$ cat src/verilog/pmes_pkg.sv
package pmes_pkg;
  // Event numbers and unit masks
  localparam logic [7:0] EV_PORTS = 8'hB1;
  localparam logic [7:0] UM_P0 = 8'h01;
  localparam logic [7:0] UM_P1 = 8'h02;
  localparam logic [7:0] UM_P2 = 8'h04;
  localparam logic [7:0] UM_P3 = 8'h08;
  localparam logic [7:0] UM_P4 = 8'h10;
  localparam logic [7:0] UM_NO_P5 = 8'h1F;
  localparam logic [7:0] UM_P5 = 8'h20;
  localparam logic [7:0] UM_ALL = 8'h3F;
  localparam logic [7:0] UM_P015 = 8'h40;
  localparam logic [7:0] UM_P234 = 8'h80;
  localparam logic [7:0] EV_SQ_FULL = 8'hB2;
  localparam logic [7:0] UM_SQ_FULL = 8'h01;
  localparam logic [7:0] EV_RSP0 = 8'hB7;
  localparam logic [7:0] UM_RSP0 = 8'h01;
  localparam logic [7:0] EV_SNOOP = 8'hB8;
  localparam logic [7:0] UM_HIT = 8'h01;
  localparam logic [7:0] UM_HIT_EXCL = 8'h02;
  localparam logic [7:0] UM_HIT_MOD = 8'h04;
  localparam logic [7:0] EV_RSP1 = 8'hBB;
  localparam logic [7:0] UM_RSP1 = 8'h01;
  localparam logic [7:0] EV_RETIRED = 8'hC0;
  localparam logic [7:0] UM_RET_ANY = 8'h01;
  localparam logic [7:0] UM_RET_FP = 8'h02;
  // Register offsets
  localparam logic [7:0] OFF_EVTSEL = 8'h00;
  localparam logic [7:0] OFF_STATUS = 8'h04;
  localparam logic [7:0] OFF_FIXED_LO = 8'h08;
  localparam logic [7:0] OFF_FIXED_HI = 8'h0C;
  // Event select field positions
  localparam int EVT_LSB = 0;
  localparam int UMASK_LSB = 8;
  localparam int EDGE_BIT = 18;
  localparam int EN_BIT = 22;
  localparam int INV_BIT = 23;
  localparam int CMASK_LSB = 24;
  // Status field positions
  localparam int ST_INC_LSB = 0;
  localparam int ST_HIT_BIT = 8;
  localparam int ST_SUPP_BIT = 9;
  // Availability bit of the programmable retired event
  localparam int AVAIL_RET_BIT = 1;
  // Reset values
  localparam logic [31:0] EVTSEL_RST = 32'h0000_0000;
endpackage : pmes_pkg

$ cat src/verilog/pmes_qual.sv
`timescale 1ns/1ps
module pmes_qual #(
  parameter int IW = 5
) (
  input wire logic clock,
  input wire logic nrst,
  input wire logic ce,
  input wire logic act,
  input wire logic [IW-1:0] qty,
  input wire logic [7:0] cmask,
  input wire logic inv,
  input wire logic edge_en,
  output logic [IW-1:0] inc
);
  logic prev_ff;
  logic nxt_prev;
  logic cond;
  logic [7:0] q8;

  ////////////////////////////////////////////////////////////////////
  // Threshold, invert and edge qualification
  always_comb begin
    q8 = 8'(qty);
    cond = act && (cmask != 8'h00) && ((q8 >= cmask) ^ inv);
    nxt_prev = cond;
    if (!act) begin
      inc = '0;
    end else if (cmask == 8'h00) begin
      inc = qty;
    end else if (edge_en) begin
      inc = IW'(cond && !prev_ff);
    end else begin
      inc = IW'(cond);
    end
  end

  // Previous condition, for edge detection
  always_ff @(posedge clock) begin
    if (!nrst) begin
      prev_ff <= 1'b0;
    end else if (ce) begin
      prev_ff <= nxt_prev;
    end
  end
endmodule : pmes_qual

$ cat src/verilog/pmes_fix_ctr.sv
`timescale 1ns/1ps
module pmes_fix_ctr #(
  parameter int RW = 4,
  parameter int FW = 48
) (
  input wire logic clock,
  input wire logic nrst,
  input wire logic ce,
  input wire logic clr,
  input wire logic [RW-1:0] delta,
  output logic [FW-1:0] count
);
  logic [FW-1:0] count_ff;
  logic [FW-1:0] nxt_count;

  ////////////////////////////////////////////////////////////////////
  // Clear keeps this cycle's retirements so none are lost
  always_comb begin
    if (clr) begin
      nxt_count = FW'(delta);
    end else begin
      nxt_count = count_ff + FW'(delta);
    end
  end

  always_ff @(posedge clock) begin
    if (!nrst) begin
      count_ff <= '0;
    end else if (ce) begin
      count_ff <= nxt_count;
    end
  end

  assign count = count_ff;
endmodule : pmes_fix_ctr

$ cat src/verilog/pmes_exec_event_sel.sv
// Design decisions made here: the register addresses and the strobed register port.
`timescale 1ns/1ps
module pmes_exec_event_sel #(
  parameter int PW = 2,
  parameter int IW = 5,
  parameter int RW = 4,
  parameter int FW = 48
) (
  input wire logic clock,
  input wire logic nrst,
  input wire logic ce,
  input wire logic [7:0] addr,
  input wire logic [31:0] wdata,
  input wire logic wr,
  input wire logic rd,
  output logic [31:0] rdata,
  input wire logic [PW-1:0] port0_uops,
  input wire logic [PW-1:0] port1_uops,
  input wire logic [PW-1:0] port2_uops,
  input wire logic [PW-1:0] port3_uops,
  input wire logic [PW-1:0] port4_uops,
  input wire logic [PW-1:0] port5_uops,
  input wire logic super_queue_full,
  input wire logic offcore_rsp0,
  input wire logic offcore_rsp1,
  input wire logic snoop_hit,
  input wire logic snoop_hit_exclusive,
  input wire logic snoop_hit_modified,
  input wire logic [RW-1:0] retire_cnt,
  input wire logic [RW-1:0] retire_fault_cnt,
  input wire logic [RW-1:0] fp_mmx_retire_cnt,
  input wire logic [6:0] evt_avail,
  output logic [IW-1:0] prog_inc,
  output logic [FW-1:0] fixed_count
);
  logic [31:0] evtsel_ff;
  logic [31:0] nxt_evtsel;
  logic [31:0] rdata_ff;
  logic [31:0] nxt_rdata;
  logic [IW-1:0] inc_ff;
  logic [IW-1:0] nxt_inc;
  logic [7:0] ev;
  logic [7:0] um;
  logic [7:0] cm;
  logic inv;
  logic edg;
  logic en;
  logic [IW-1:0] e0;
  logic [IW-1:0] e1;
  logic [IW-1:0] e2;
  logic [IW-1:0] e3;
  logic [IW-1:0] e4;
  logic [IW-1:0] e5;
  logic [IW-1:0] e_no5;
  logic [IW-1:0] e_all;
  logic [RW-1:0] ret_net;
  logic supported;
  logic [IW-1:0] qty;
  logic hit;
  logic [IW-1:0] qinc;
  logic fix_clr;

  ////////////////////////////////////////////////////////////////////
  // Event select fields
  assign ev = evtsel_ff[pmes_pkg::EVT_LSB +: 8];
  assign um = evtsel_ff[pmes_pkg::UMASK_LSB +: 8];
  assign cm = evtsel_ff[pmes_pkg::CMASK_LSB +: 8];
  assign inv = evtsel_ff[pmes_pkg::INV_BIT];
  assign edg = evtsel_ff[pmes_pkg::EDGE_BIT];
  assign en = evtsel_ff[pmes_pkg::EN_BIT];

  // Per-port counts widened so sums never wrap
  assign e0 = IW'(port0_uops);
  assign e1 = IW'(port1_uops);
  assign e2 = IW'(port2_uops);
  assign e3 = IW'(port3_uops);
  assign e4 = IW'(port4_uops);
  assign e5 = IW'(port5_uops);
  assign e_no5 = e0 + e1 + e2 + e3 + e4;
  assign e_all = e_no5 + e5;

  // Faulting special instructions are taken out of the retired total
  assign ret_net = (retire_fault_cnt > retire_cnt) ? '0 :
                   RW'(retire_cnt - retire_fault_cnt);
  assign supported = !evt_avail[pmes_pkg::AVAIL_RET_BIT];

  ////////////////////////////////////////////////////////////////////
  // Event decode: one increment source per cycle
  always_comb begin
    qty = '0;
    hit = 1'b0;
    case (ev)
      pmes_pkg::EV_PORTS: begin
        hit = 1'b1;
        case (um)
          pmes_pkg::UM_P0: qty = e0;
          pmes_pkg::UM_P1: qty = e1;
          pmes_pkg::UM_P2: qty = e2;
          pmes_pkg::UM_P3: qty = e3;
          pmes_pkg::UM_P4: qty = e4;
          pmes_pkg::UM_NO_P5: qty = e_no5;
          pmes_pkg::UM_P5: qty = e5;
          pmes_pkg::UM_ALL: qty = e_all;
          pmes_pkg::UM_P015: qty = e0 + e1 + e5;
          pmes_pkg::UM_P234: qty = e2 + e3 + e4;
          default: hit = 1'b0;
        endcase
      end
      pmes_pkg::EV_SQ_FULL: begin
        hit = (um == pmes_pkg::UM_SQ_FULL);
        qty = IW'(super_queue_full && hit);
      end
      pmes_pkg::EV_RSP0: begin
        // Filter for this response is set up outside beforehand
        hit = (um == pmes_pkg::UM_RSP0);
        qty = IW'(offcore_rsp0 && hit);
      end
      pmes_pkg::EV_RSP1: begin
        hit = (um == pmes_pkg::UM_RSP1);
        qty = IW'(offcore_rsp1 && hit);
      end
      pmes_pkg::EV_SNOOP: begin
        hit = 1'b1;
        case (um)
          pmes_pkg::UM_HIT: qty = IW'(snoop_hit);
          pmes_pkg::UM_HIT_EXCL: qty = IW'(snoop_hit_exclusive);
          pmes_pkg::UM_HIT_MOD: qty = IW'(snoop_hit_modified);
          default: hit = 1'b0;
        endcase
      end
      pmes_pkg::EV_RETIRED: begin
        case (um)
          pmes_pkg::UM_RET_ANY: begin
            hit = supported;
            qty = supported ? IW'(ret_net) : '0;
          end
          pmes_pkg::UM_RET_FP: begin
            hit = 1'b1;
            qty = IW'(fp_mmx_retire_cnt);
          end
          default: hit = 1'b0;
        endcase
      end
      default: begin
        hit = 1'b0;
        qty = '0;
      end
    endcase
  end

  ////////////////////////////////////////////////////////////////////
  // Qualifier applies threshold, invert and edge
  pmes_qual #(
    .IW(IW)
  ) u_qual (
    .clock(clock),
    .nrst(nrst),
    .ce(ce),
    .act(en && hit),
    .qty(qty),
    .cmask(cm),
    .inv(inv),
    .edge_en(edg),
    .inc(qinc)
  );

  // Dedicated fixed counter of retired instructions
  assign fix_clr = wr && (addr == pmes_pkg::OFF_FIXED_LO);

  pmes_fix_ctr #(
    .RW(RW),
    .FW(FW)
  ) u_fix (
    .clock(clock),
    .nrst(nrst),
    .ce(ce),
    .clr(fix_clr),
    .delta(ret_net),
    .count(fixed_count)
  );

  ////////////////////////////////////////////////////////////////////
  // Register write and read next values
  always_comb begin
    nxt_evtsel = evtsel_ff;
    nxt_rdata = 32'h0000_0000;
    nxt_inc = qinc;
    if (wr && (addr == pmes_pkg::OFF_EVTSEL)) begin
      nxt_evtsel = wdata;
    end
    // Read data stand for one cycle only, zero otherwise
    if (rd) begin
      case (addr)
        pmes_pkg::OFF_EVTSEL: nxt_rdata = evtsel_ff;
        pmes_pkg::OFF_STATUS: begin
          nxt_rdata[pmes_pkg::ST_INC_LSB +: IW] = inc_ff;
          nxt_rdata[pmes_pkg::ST_HIT_BIT] = hit;
          nxt_rdata[pmes_pkg::ST_SUPP_BIT] = supported;
        end
        pmes_pkg::OFF_FIXED_LO: nxt_rdata = fixed_count[31:0];
        pmes_pkg::OFF_FIXED_HI: nxt_rdata = 32'(fixed_count[FW-1:32]);
        default: nxt_rdata = 32'h0000_0000;
      endcase
    end
  end

  // Registers; clock enable freezes everything
  always_ff @(posedge clock) begin
    if (!nrst) begin
      evtsel_ff <= pmes_pkg::EVTSEL_RST;
      rdata_ff <= 32'h0000_0000;
      inc_ff <= '0;
    end else if (ce) begin
      evtsel_ff <= nxt_evtsel;
      rdata_ff <= nxt_rdata;
      inc_ff <= nxt_inc;
    end
  end

  assign rdata = rdata_ff;
  assign prog_inc = inc_ff;

  ////////////////////////////////////////////////////////////////////
  // Checks
  logic wt;
  assign wt = ce && en && (cm == 8'h00);

  AST_PORT0: assert property (@(posedge clock) disable iff (!nrst)
    wt && ev == pmes_pkg::EV_PORTS && um == pmes_pkg::UM_P0
    |=> prog_inc == $past(e0))
    else $error("port 0 count wrong");

  AST_PORT1: assert property (@(posedge clock) disable iff (!nrst)
    wt && ev == pmes_pkg::EV_PORTS && um == pmes_pkg::UM_P1
    |=> prog_inc == $past(e1))
    else $error("port 1 count wrong");

  AST_PORT234: assert property (@(posedge clock) disable iff (!nrst)
    wt && ev == pmes_pkg::EV_PORTS && um == pmes_pkg::UM_P234
    |=> prog_inc == $past(e2) + $past(e3) + $past(e4))
    else $error("port 2-4 group count wrong");

  AST_NO_P5: assert property (@(posedge clock) disable iff (!nrst)
    wt && ev == pmes_pkg::EV_PORTS && um == pmes_pkg::UM_NO_P5
    |=> prog_inc == $past(e_all) - $past(e5))
    else $error("ports 0-4 count wrong");

  AST_ACTIVE: assert property (@(posedge clock) disable iff (!nrst)
    ce && en && cm == 8'h01 && !inv && !edg
    && ev == pmes_pkg::EV_PORTS && um == pmes_pkg::UM_ALL
    |=> prog_inc == IW'($past(e_all) != '0))
    else $error("active cycle count wrong");

  AST_STALL: assert property (@(posedge clock) disable iff (!nrst)
    ce && en && cm == 8'h01 && inv && !edg
    && ev == pmes_pkg::EV_PORTS && um == pmes_pkg::UM_P015
    |=> prog_inc == IW'($past(e0 + e1 + e5) == '0))
    else $error("stall cycle count wrong");

  AST_EDGE: assert property (@(posedge clock) disable iff (!nrst)
    ce && en && cm == 8'h01 && inv && edg
    && ev == pmes_pkg::EV_PORTS && um == pmes_pkg::UM_NO_P5
    && e_no5 == '0 ##1 ce && $stable(evtsel_ff) && e_no5 == '0
    |=> prog_inc == '0)
    else $error("edge counted inside a stall");

  AST_SQ: assert property (@(posedge clock) disable iff (!nrst)
    wt && ev == pmes_pkg::EV_SQ_FULL && um == pmes_pkg::UM_SQ_FULL
    |=> prog_inc == IW'($past(super_queue_full)))
    else $error("queue full count wrong");

  AST_UNDEF: assert property (@(posedge clock) disable iff (!nrst)
    ce && !hit |=> prog_inc == '0)
    else $error("undefined selection counted");

  AST_FIXED: assert property (@(posedge clock) disable iff (!nrst)
    ce && !fix_clr
    |=> fixed_count == $past(fixed_count) + FW'($past(ret_net)))
    else $error("fixed counter wrong");

  AST_FAULT: assert property (@(posedge clock) disable iff (!nrst)
    ce && retire_fault_cnt == retire_cnt && !fix_clr
    |=> fixed_count == $past(fixed_count))
    else $error("faulting instruction counted");

  AST_SUPP: assert property (@(posedge clock) disable iff (!nrst)
    ce && evt_avail[pmes_pkg::AVAIL_RET_BIT]
    && ev == pmes_pkg::EV_RETIRED && um == pmes_pkg::UM_RET_ANY
    |=> prog_inc == '0)
    else $error("unsupported retired event counted");

  AST_PORT2: assert property (@(posedge clock) disable iff (!nrst)
    wt && ev == pmes_pkg::EV_PORTS && um == pmes_pkg::UM_P2
    |=> prog_inc == IW'($past(port2_uops)))
    else $error("port 2 count wrong");

  AST_PORT3: assert property (@(posedge clock) disable iff (!nrst)
    wt && ev == pmes_pkg::EV_PORTS && um == pmes_pkg::UM_P3
    |=> prog_inc == IW'($past(port3_uops)))
    else $error("port 3 count wrong");

  AST_PORT4: assert property (@(posedge clock) disable iff (!nrst)
    wt && ev == pmes_pkg::EV_PORTS && um == pmes_pkg::UM_P4
    |=> prog_inc == IW'($past(port4_uops)))
    else $error("port 4 count wrong");

  AST_PORT5: assert property (@(posedge clock) disable iff (!nrst)
    wt && ev == pmes_pkg::EV_PORTS && um == pmes_pkg::UM_P5
    |=> prog_inc == IW'($past(port5_uops)))
    else $error("port 5 count wrong");

  AST_P015: assert property (@(posedge clock) disable iff (!nrst)
    wt && ev == pmes_pkg::EV_PORTS && um == pmes_pkg::UM_P015
    |=> prog_inc == IW'($past(port0_uops)) + IW'($past(port1_uops))
    + IW'($past(port5_uops)))
    else $error("port 0-1-5 group count wrong");

  AST_SNOOP: assert property (@(posedge clock) disable iff (!nrst)
    wt && ev == pmes_pkg::EV_SNOOP && um == pmes_pkg::UM_HIT_MOD
    |=> prog_inc == IW'($past(snoop_hit_modified)))
    else $error("modified snoop count wrong");

  AST_FP_MMX: assert property (@(posedge clock) disable iff (!nrst)
    wt && ev == pmes_pkg::EV_RETIRED && um == pmes_pkg::UM_RET_FP
    |=> prog_inc == IW'($past(fp_mmx_retire_cnt)))
    else $error("floating point retired count wrong");

  COV_WEIGHTED: cover property (@(posedge clock) disable iff (!nrst)
    wt && ev == pmes_pkg::EV_PORTS && e_all > IW'(1));
  COV_STALL_EDGE: cover property (@(posedge clock) disable iff (!nrst)
    ce && en && edg && inv && prog_inc == IW'(1));
  COV_RETIRED: cover property (@(posedge clock) disable iff (!nrst)
    ce && en && ev == pmes_pkg::EV_RETIRED && retire_fault_cnt != '0);
endmodule : pmes_exec_event_sel

$ cat config.mk
export PLATFORM = sky130hd
export DESIGN_NAME = pmes_exec_event_sel
export DESIGN_NICKNAME = d
export VERILOG_FILES = /design/src/verilog/pmes_pkg.sv /design/src/verilog/pmes_qual.sv /design/src/verilog/pmes_fix_ctr.sv /design/src/verilog/pmes_exec_event_sel.sv
export SDC_FILE = /design/constraint.sdc
export NUM_CORES = 1
export LEC_CHECK = 0
export ABC_CLOCK_PERIOD_IN_PS = 7500
export BUFFER_PORTS_ARGS = -buffer_cell sky130_fd_sc_hd__buf_4
export CAP_MARGIN = 20
export CORE_UTILIZATION = 40
export DETAILED_ROUTE_END_ITERATION = 10
export PLACE_DENSITY = 0.58
export REMOVE_ABC_BUFFERS = 1
export SYNTH_ARGS = -nofsm -noshare
export SYNTH_HDL_FRONTEND = slang
export SYNTH_SLANG_ARGS = --single-unit
$ cat constraint.sdc
create_clock -name clock -period 7.5 [get_ports clock]
set_input_delay 0.375 -clock clock [delete_from_list [all_inputs] [get_ports clock]]
set_output_delay 0.375 -clock clock [all_outputs]
set_load 0.02 [all_outputs]
* Yosys cells after proc, flatten, opt, wreduce, memory -nomap -nowiden
Index checks and enable logic that the tools add are counted.
Word-level totals: register bits 118, logic and storage cells 74
Operators by class: reductions and logical operators 18, equal/unequal tests 19, magnitude comparators 2, muxes and demuxes 19, bitwise gates (word level) 1, $add $sub $neg 10
Operator list (number):
- $pmux 22 s3 | 1
- $eq 8x8->1 const B | 7
- $pmux 5 s10 | 1
- $add 48x4->48 | 1
- $mux 48 | 1
- $mux 32 | 1
- $pmux 5 s6 | 1
- $eq 8x4->1 const B | 3
- $add 5x2->5 | 4
- $pmux 5 s4 | 1
- $eq 8x3->1 const B | 2
- $eq 8x5->1 const B | 2
- $eq 8x6->1 const B | 2
- $logic_not 8->1 | 2
- $mux 5 | 2
- $reduce_or 10->1 | 1
- $logic_and 1x1->1 | 9
- $pmux 3 s3 | 1
- $add 3x2->4 | 2
- $eq 8x1->1 const B | 1
- $eq 8x2->1 const B | 1
- $eq 8x7->1 const B | 1
- $ge 5x8->1 | 1
- $mux 4 | 2
- other kinds (14) | 19

* Depth between registers and ports, before layout
depth after elaboration 14, depth in mapped cells 20, mapped depth without buffers 20

* By module
A second synthesis with hierarchy kept.
Unflattened totals: cells, all modules 876, area total of the unflattened synthesis 7181.9 um^2
By module, submodules not included:
- pmes_exec_event_sel | cells each 552, area an instance 4485.6 um^2, times used 1
- pmes_fix_ctr | cells each 288, area an instance 2421.1 um^2, times used 1
- pmes_qual | cells each 36, area an instance 275.3 um^2, times used 1

* Worst setup path after synthesis
Ideal clock, no wire load.
kind input port to flip-flop, start in port0_uops[0], end reg inc_ff[0] (netlist: prog_inc[0]), arrival time 4.110 ns, path slack 3.315 ns, cell stages on the path 18, required time 7.426 ns, setup time 0.074 ns, buffers on the path 0, cells stage by stage ha_1 fa_1 inv_1 fa_1 inv_1 ha_1 fa_1 inv_1 a2bb2o_1 nor3_1 o22ai_1 ha_1 a211o_1 o21ai_0 o21ai_0 xor2_1 nand4_1 a31oi_1
On the way: word-level cells in the longest chain between the ends 14, elaborated cells between the ends (all ways) 15
Ends and longest elaborated chain:
- from (decl) | line pmes_exec_event_sel.sv:17 | input wire logic [PW-1:0] port0_uops,
- $add 2x2->3 | line pmes_exec_event_sel.sv:79, pmes_exec_event_sel.sv:104
- $add 5x2->5 (3 in series) | line pmes_exec_event_sel.sv:79 | assign e_no5 = e0 + e1 + e2 + e3 + e4;
- $add 5x2->5 | line pmes_exec_event_sel.sv:80 | assign e_all = e_no5 + e5;
- $pmux 5 s10 * | line pmes_exec_event_sel.sv:95 | case (um)
- $pmux 5 s6 * | line pmes_exec_event_sel.sv:92 | case (ev)
- $ge 5x8->1 | line pmes_qual.sv:24 | cond = act && (cmask != 8'h00) && ((q8 >= cmask) ^ inv);
- $xor 1x1->1 | line pmes_qual.sv:24
- $logic_and 1x1->1 | line pmes_qual.sv:24
- $logic_and 1x1->1 | line pmes_qual.sv:31 | inc = IW'(cond && !prev_ff);
- $mux 1 | line pmes_qual.sv:30 | end else if (edge_en) begin
- $mux 5 * | line pmes_qual.sv:28 | end else if (cmask == 8'h00) begin
- $mux 5 * | line pmes_qual.sv:26 | if (!act) begin
- to (signal assigned) | line pmes_exec_event_sel.sv:216 | inc_ff <= nxt_inc;
- to (decl) | line pmes_exec_event_sel.sv:40 | logic [IW-1:0] inc_ff;
Every way passes the cells marked *; elsewhere a longest branch is shown, timed or not. A chain may end at the register's enable or synchronous reset.

* Worst setup path after layout
Ends and elaborated chain as after synthesis.

==> impl_metrics.ini <==
[global_routing]
grt_pass1_vias = 6200
use_met3 = 0.05064
use_met2 = 0.3618
busiest_layer = met2
met1_usage = 0.3437
grt_max_degree = 56
antenna_found_initial = 0
grt.overflow.total = 0
grt.total_usage = 0.2430
grt_pass1_wl_um = 34000

[timing]
slew_headroom = 0.4097
drv_slew = 0
timing.fmax_ghz = 0.2369
finClkSkew_ps = 7.803
finalSetupViolCount = 0
finalWorstSetupSlack_ps = 3279
final_hold_viol_count = 0
finalSetupTns_ps = 0
worst_pin_slew_ps = 882.7
period_minus_slack_ps = 4221
rsz0062_at_grt = false
finalCritPeriodShare = 0.5628

[power]
peakVddDrop_v = 0.0001857
power_density_nw_per_um2 = 181.6
p_leak_nw = 3.482

[drt]
avgViaCountPerCell = 5.407
post-route-drc-count = 0
num_vias = 6650
postRouteAntennaNets = 0
drt_first_pass_iters = 4
dr.first_iter.drc_count = 394
wire_per_inst_um = 17.30
drt-total-wl_um = 21270

[logic_synthesis]
yosysSeqAreaShare = 0.3376
async_flop_share = 0
ys_top_cells_by_area = dfxtp_1 34%, nor2_1 6.8%, a21oi_1 6.2%, nand2_1 5.7%, ha_1 4.3%
synth_top_area_share = 0.3376
yosys_warnings = 0
synth_edf_count = 0
synth_top_cell_by_area = dfxtp_1
ys.flop_type = dfxtp_1
synth_area_per_cell_um2 = 8.109
synth-seq-cells = 118
synth_area_um2 = 6998
synth_cell_types = 76
syn_inst = 863

[worst_setup_path]
critPathArrivalTime_ps = 4570
r2r_cells = 14
critical_path.slowest_cell = fa_1
worst_setup_path_start_kind = input port
worstSetupEndpointType = flop
crit_fanout = 3
r2r_start = evtsel_ff[8]
worst-path-buf-inv = 4
path_delay_family = adder cells
reg2reg_slack_ps = 3940
critical-path-max-stage-delay_ps = 590
critPathKind = in -> reg
reg2reg_to = prog_inc[0]
worstPathRequired_ps = 7850
worstPathCellList = buf_4 -> ha_1 -> fa_1 -> inv_1 -> fa_1 -> inv_1 -> ha_1 -> fa_1 -> inv_1 -> a2bb2o_1 -> nor3_1 -> o22ai_1 -> ha_1 -> a211o_1 -> o21ai_0 -> o21ai_0 -> xor2_1 -> nand4_1 -> a31oi_1

[clock_network]
cts_tree = yes
cts_resized = 0
cts-hold-fix-buffers = 0
cts.sinks = 118
cts_buffer_depth = 2
clock_latency_ps = 420
cts_buffers = 17
clockRootBuffer = clkbuf_16
htree_num_levels = 4
cts_setup_buffers = 0
clk_pin_slew_ps = 60

[place]
place_area_um2 = 8267
io_buffers = 160
place_congestion = 0.8808
place_hpwl_um = 15780
dp_slack_ps = 2845

[worst_hold_path]
min_from = wdata[15]
hold_path_end = evtsel_ff[15]
hold_path.class = in -> reg
holdPathStages = 3

[die]
die_x_um = 134.3
fp-row-count = 47
core_um2 = 16820
die_h_um = 134.3
fp.dieArea_um2 = 18030
start_util = 0.4161
io_pins = 167

[layout]
fillers = 1691
fin_nets = 1112
area_growth_syn_to_layout_pct = 26.43
postLayoutCellArea_um2 = 8847
diodes = 0
drive_gt1_frac = 0.2228

[run]
max-cap-violations = 0

[run_status]
status = completed
[worst max path at each step]
stage | startpoint | endpoint | slack [ps] | depth (start not counted)
2_1_floorplan | port0_uops[0] | prog_inc[0] | 3310 | 18
3_3_place_gp | port0_uops[0] | prog_inc[0] | 2900 | 19
3_5_place_dp | port0_uops[0] | prog_inc[0] | 2850 | 19
4_1_cts | port0_uops[0] | prog_inc[0] | 3280 | 19
5_1_grt | port0_uops[0] | prog_inc[0] | 3050 | 19
6_report | port0_uops[0] | prog_inc[0] | 3280 | 19
[sequential cells by signal, summed over array words and instances (netlist names)]
register,cells
evtsel_ff,32
prog_inc,5
rdata,32
u_fix.count,48
u_qual.prev_ff,1
[synthesized netlist by cell type (all sizes together), types with 4 or more instances]
master / number
a31oi: 4
fa: 9
nor2: 129
nor2b: 13
mux4: 6
a22oi: 6
o21ai: 22
mux2i: 28
inv: 34
o2111ai: 4
nand3: 35
xnor2: 29
a21o: 6
a22o: 6
a21oi: 87
nor3b: 6
and3: 8
a211oi: 7
dfxtp: 118
ha: 24
nor3: 21
nor4: 10
and4: 6
xor2: 20
buf: 27
clkbuf: 23
or3: 9
nand2b: 4
nand4: 13
nand2: 107
[routing by layer]
| metal | wire length, um | vias up |
|---|---|---|
| met5 | 0 | - |
| met4 | 412 | 0 |
| met1 | 10160 | 3118 |
| li1 | - | 3287 |
| met2 | 9311 | 220 |
| met3 | 1388 | 25 |
[power breakdown]
| part | switching (mW) | internal (mW) |
|---|---|---|
| Clock | 0.314 | 0.491 |
| Sequential | 0.00419 | 0.630 |
| Combinational | 0.0901 | 0.0782 |
| Total | 0.409 | 1.20 |
[area by class of cell]
cell class	count	area (um^2)	area share
clock buffer	18	429.2	0.04851
multi-input combinational	660	4259	0.4814
tap	220	275.3	0.03111
sequential	118	2362	0.2670
clock inverter	14	151.4	0.01711
timing repair buffer	165	1239	0.1400
inverter	35	131.4	0.01485
[worst min-delay path: stages]
cell	delay (ps)
buf_4	110
nand2_1	50
a21oi_1	50
[cell families after synthesis]
| group | synth area share |
|---|---|
| buffers and inverters | 0.05453 |
| adders and majority gates | 0.06866 |
| DFF | 0.3376 |
| AOI/OAI and AO/OA | 0.1556 |
| xor gates and xnor gates | 0.06133 |
| muxes | 0.05936 |
| and+or+nand+nor | 0.2630 |
[cell usage in the layout (no fill, tap or decap), types with 9 or more instances in the layout]
cell and n:
a21oi_1 87, clkbuf_16 17, nand3_1 34, nor2b_1 13
nor3_1 18, or3_1 9, xnor2_1 29, nand4_1 12
fa_1 9, nor2_1 127, mux2i_1 28, o21ai_0 18
ha_1 24, inv_1 33, nand2_1 106, xor2_1 20
dfxtp_1 118, buf_4 165
[stage by stage]
step | cells | power [mW] | hold WS [ps] | util
4_1_cts | 1230 | 1.619 | 186.4 | 0.5260
3_5_place_dp | 1198 | 0.8154 | 451.0 | 0.4915
6_report | 1230 | 1.607 | 199.0 | 0.5260
2_1_floorplan | 813 | 0.7410 | 435.7 | -
5_1_grt | 1230 | 1.666 | 201.1 | 0.5260
3_3_place_gp | 1198 | 0.8151 | 443.7 | 0.4915
Note: power is estimated with default switching activity, not from simulation.
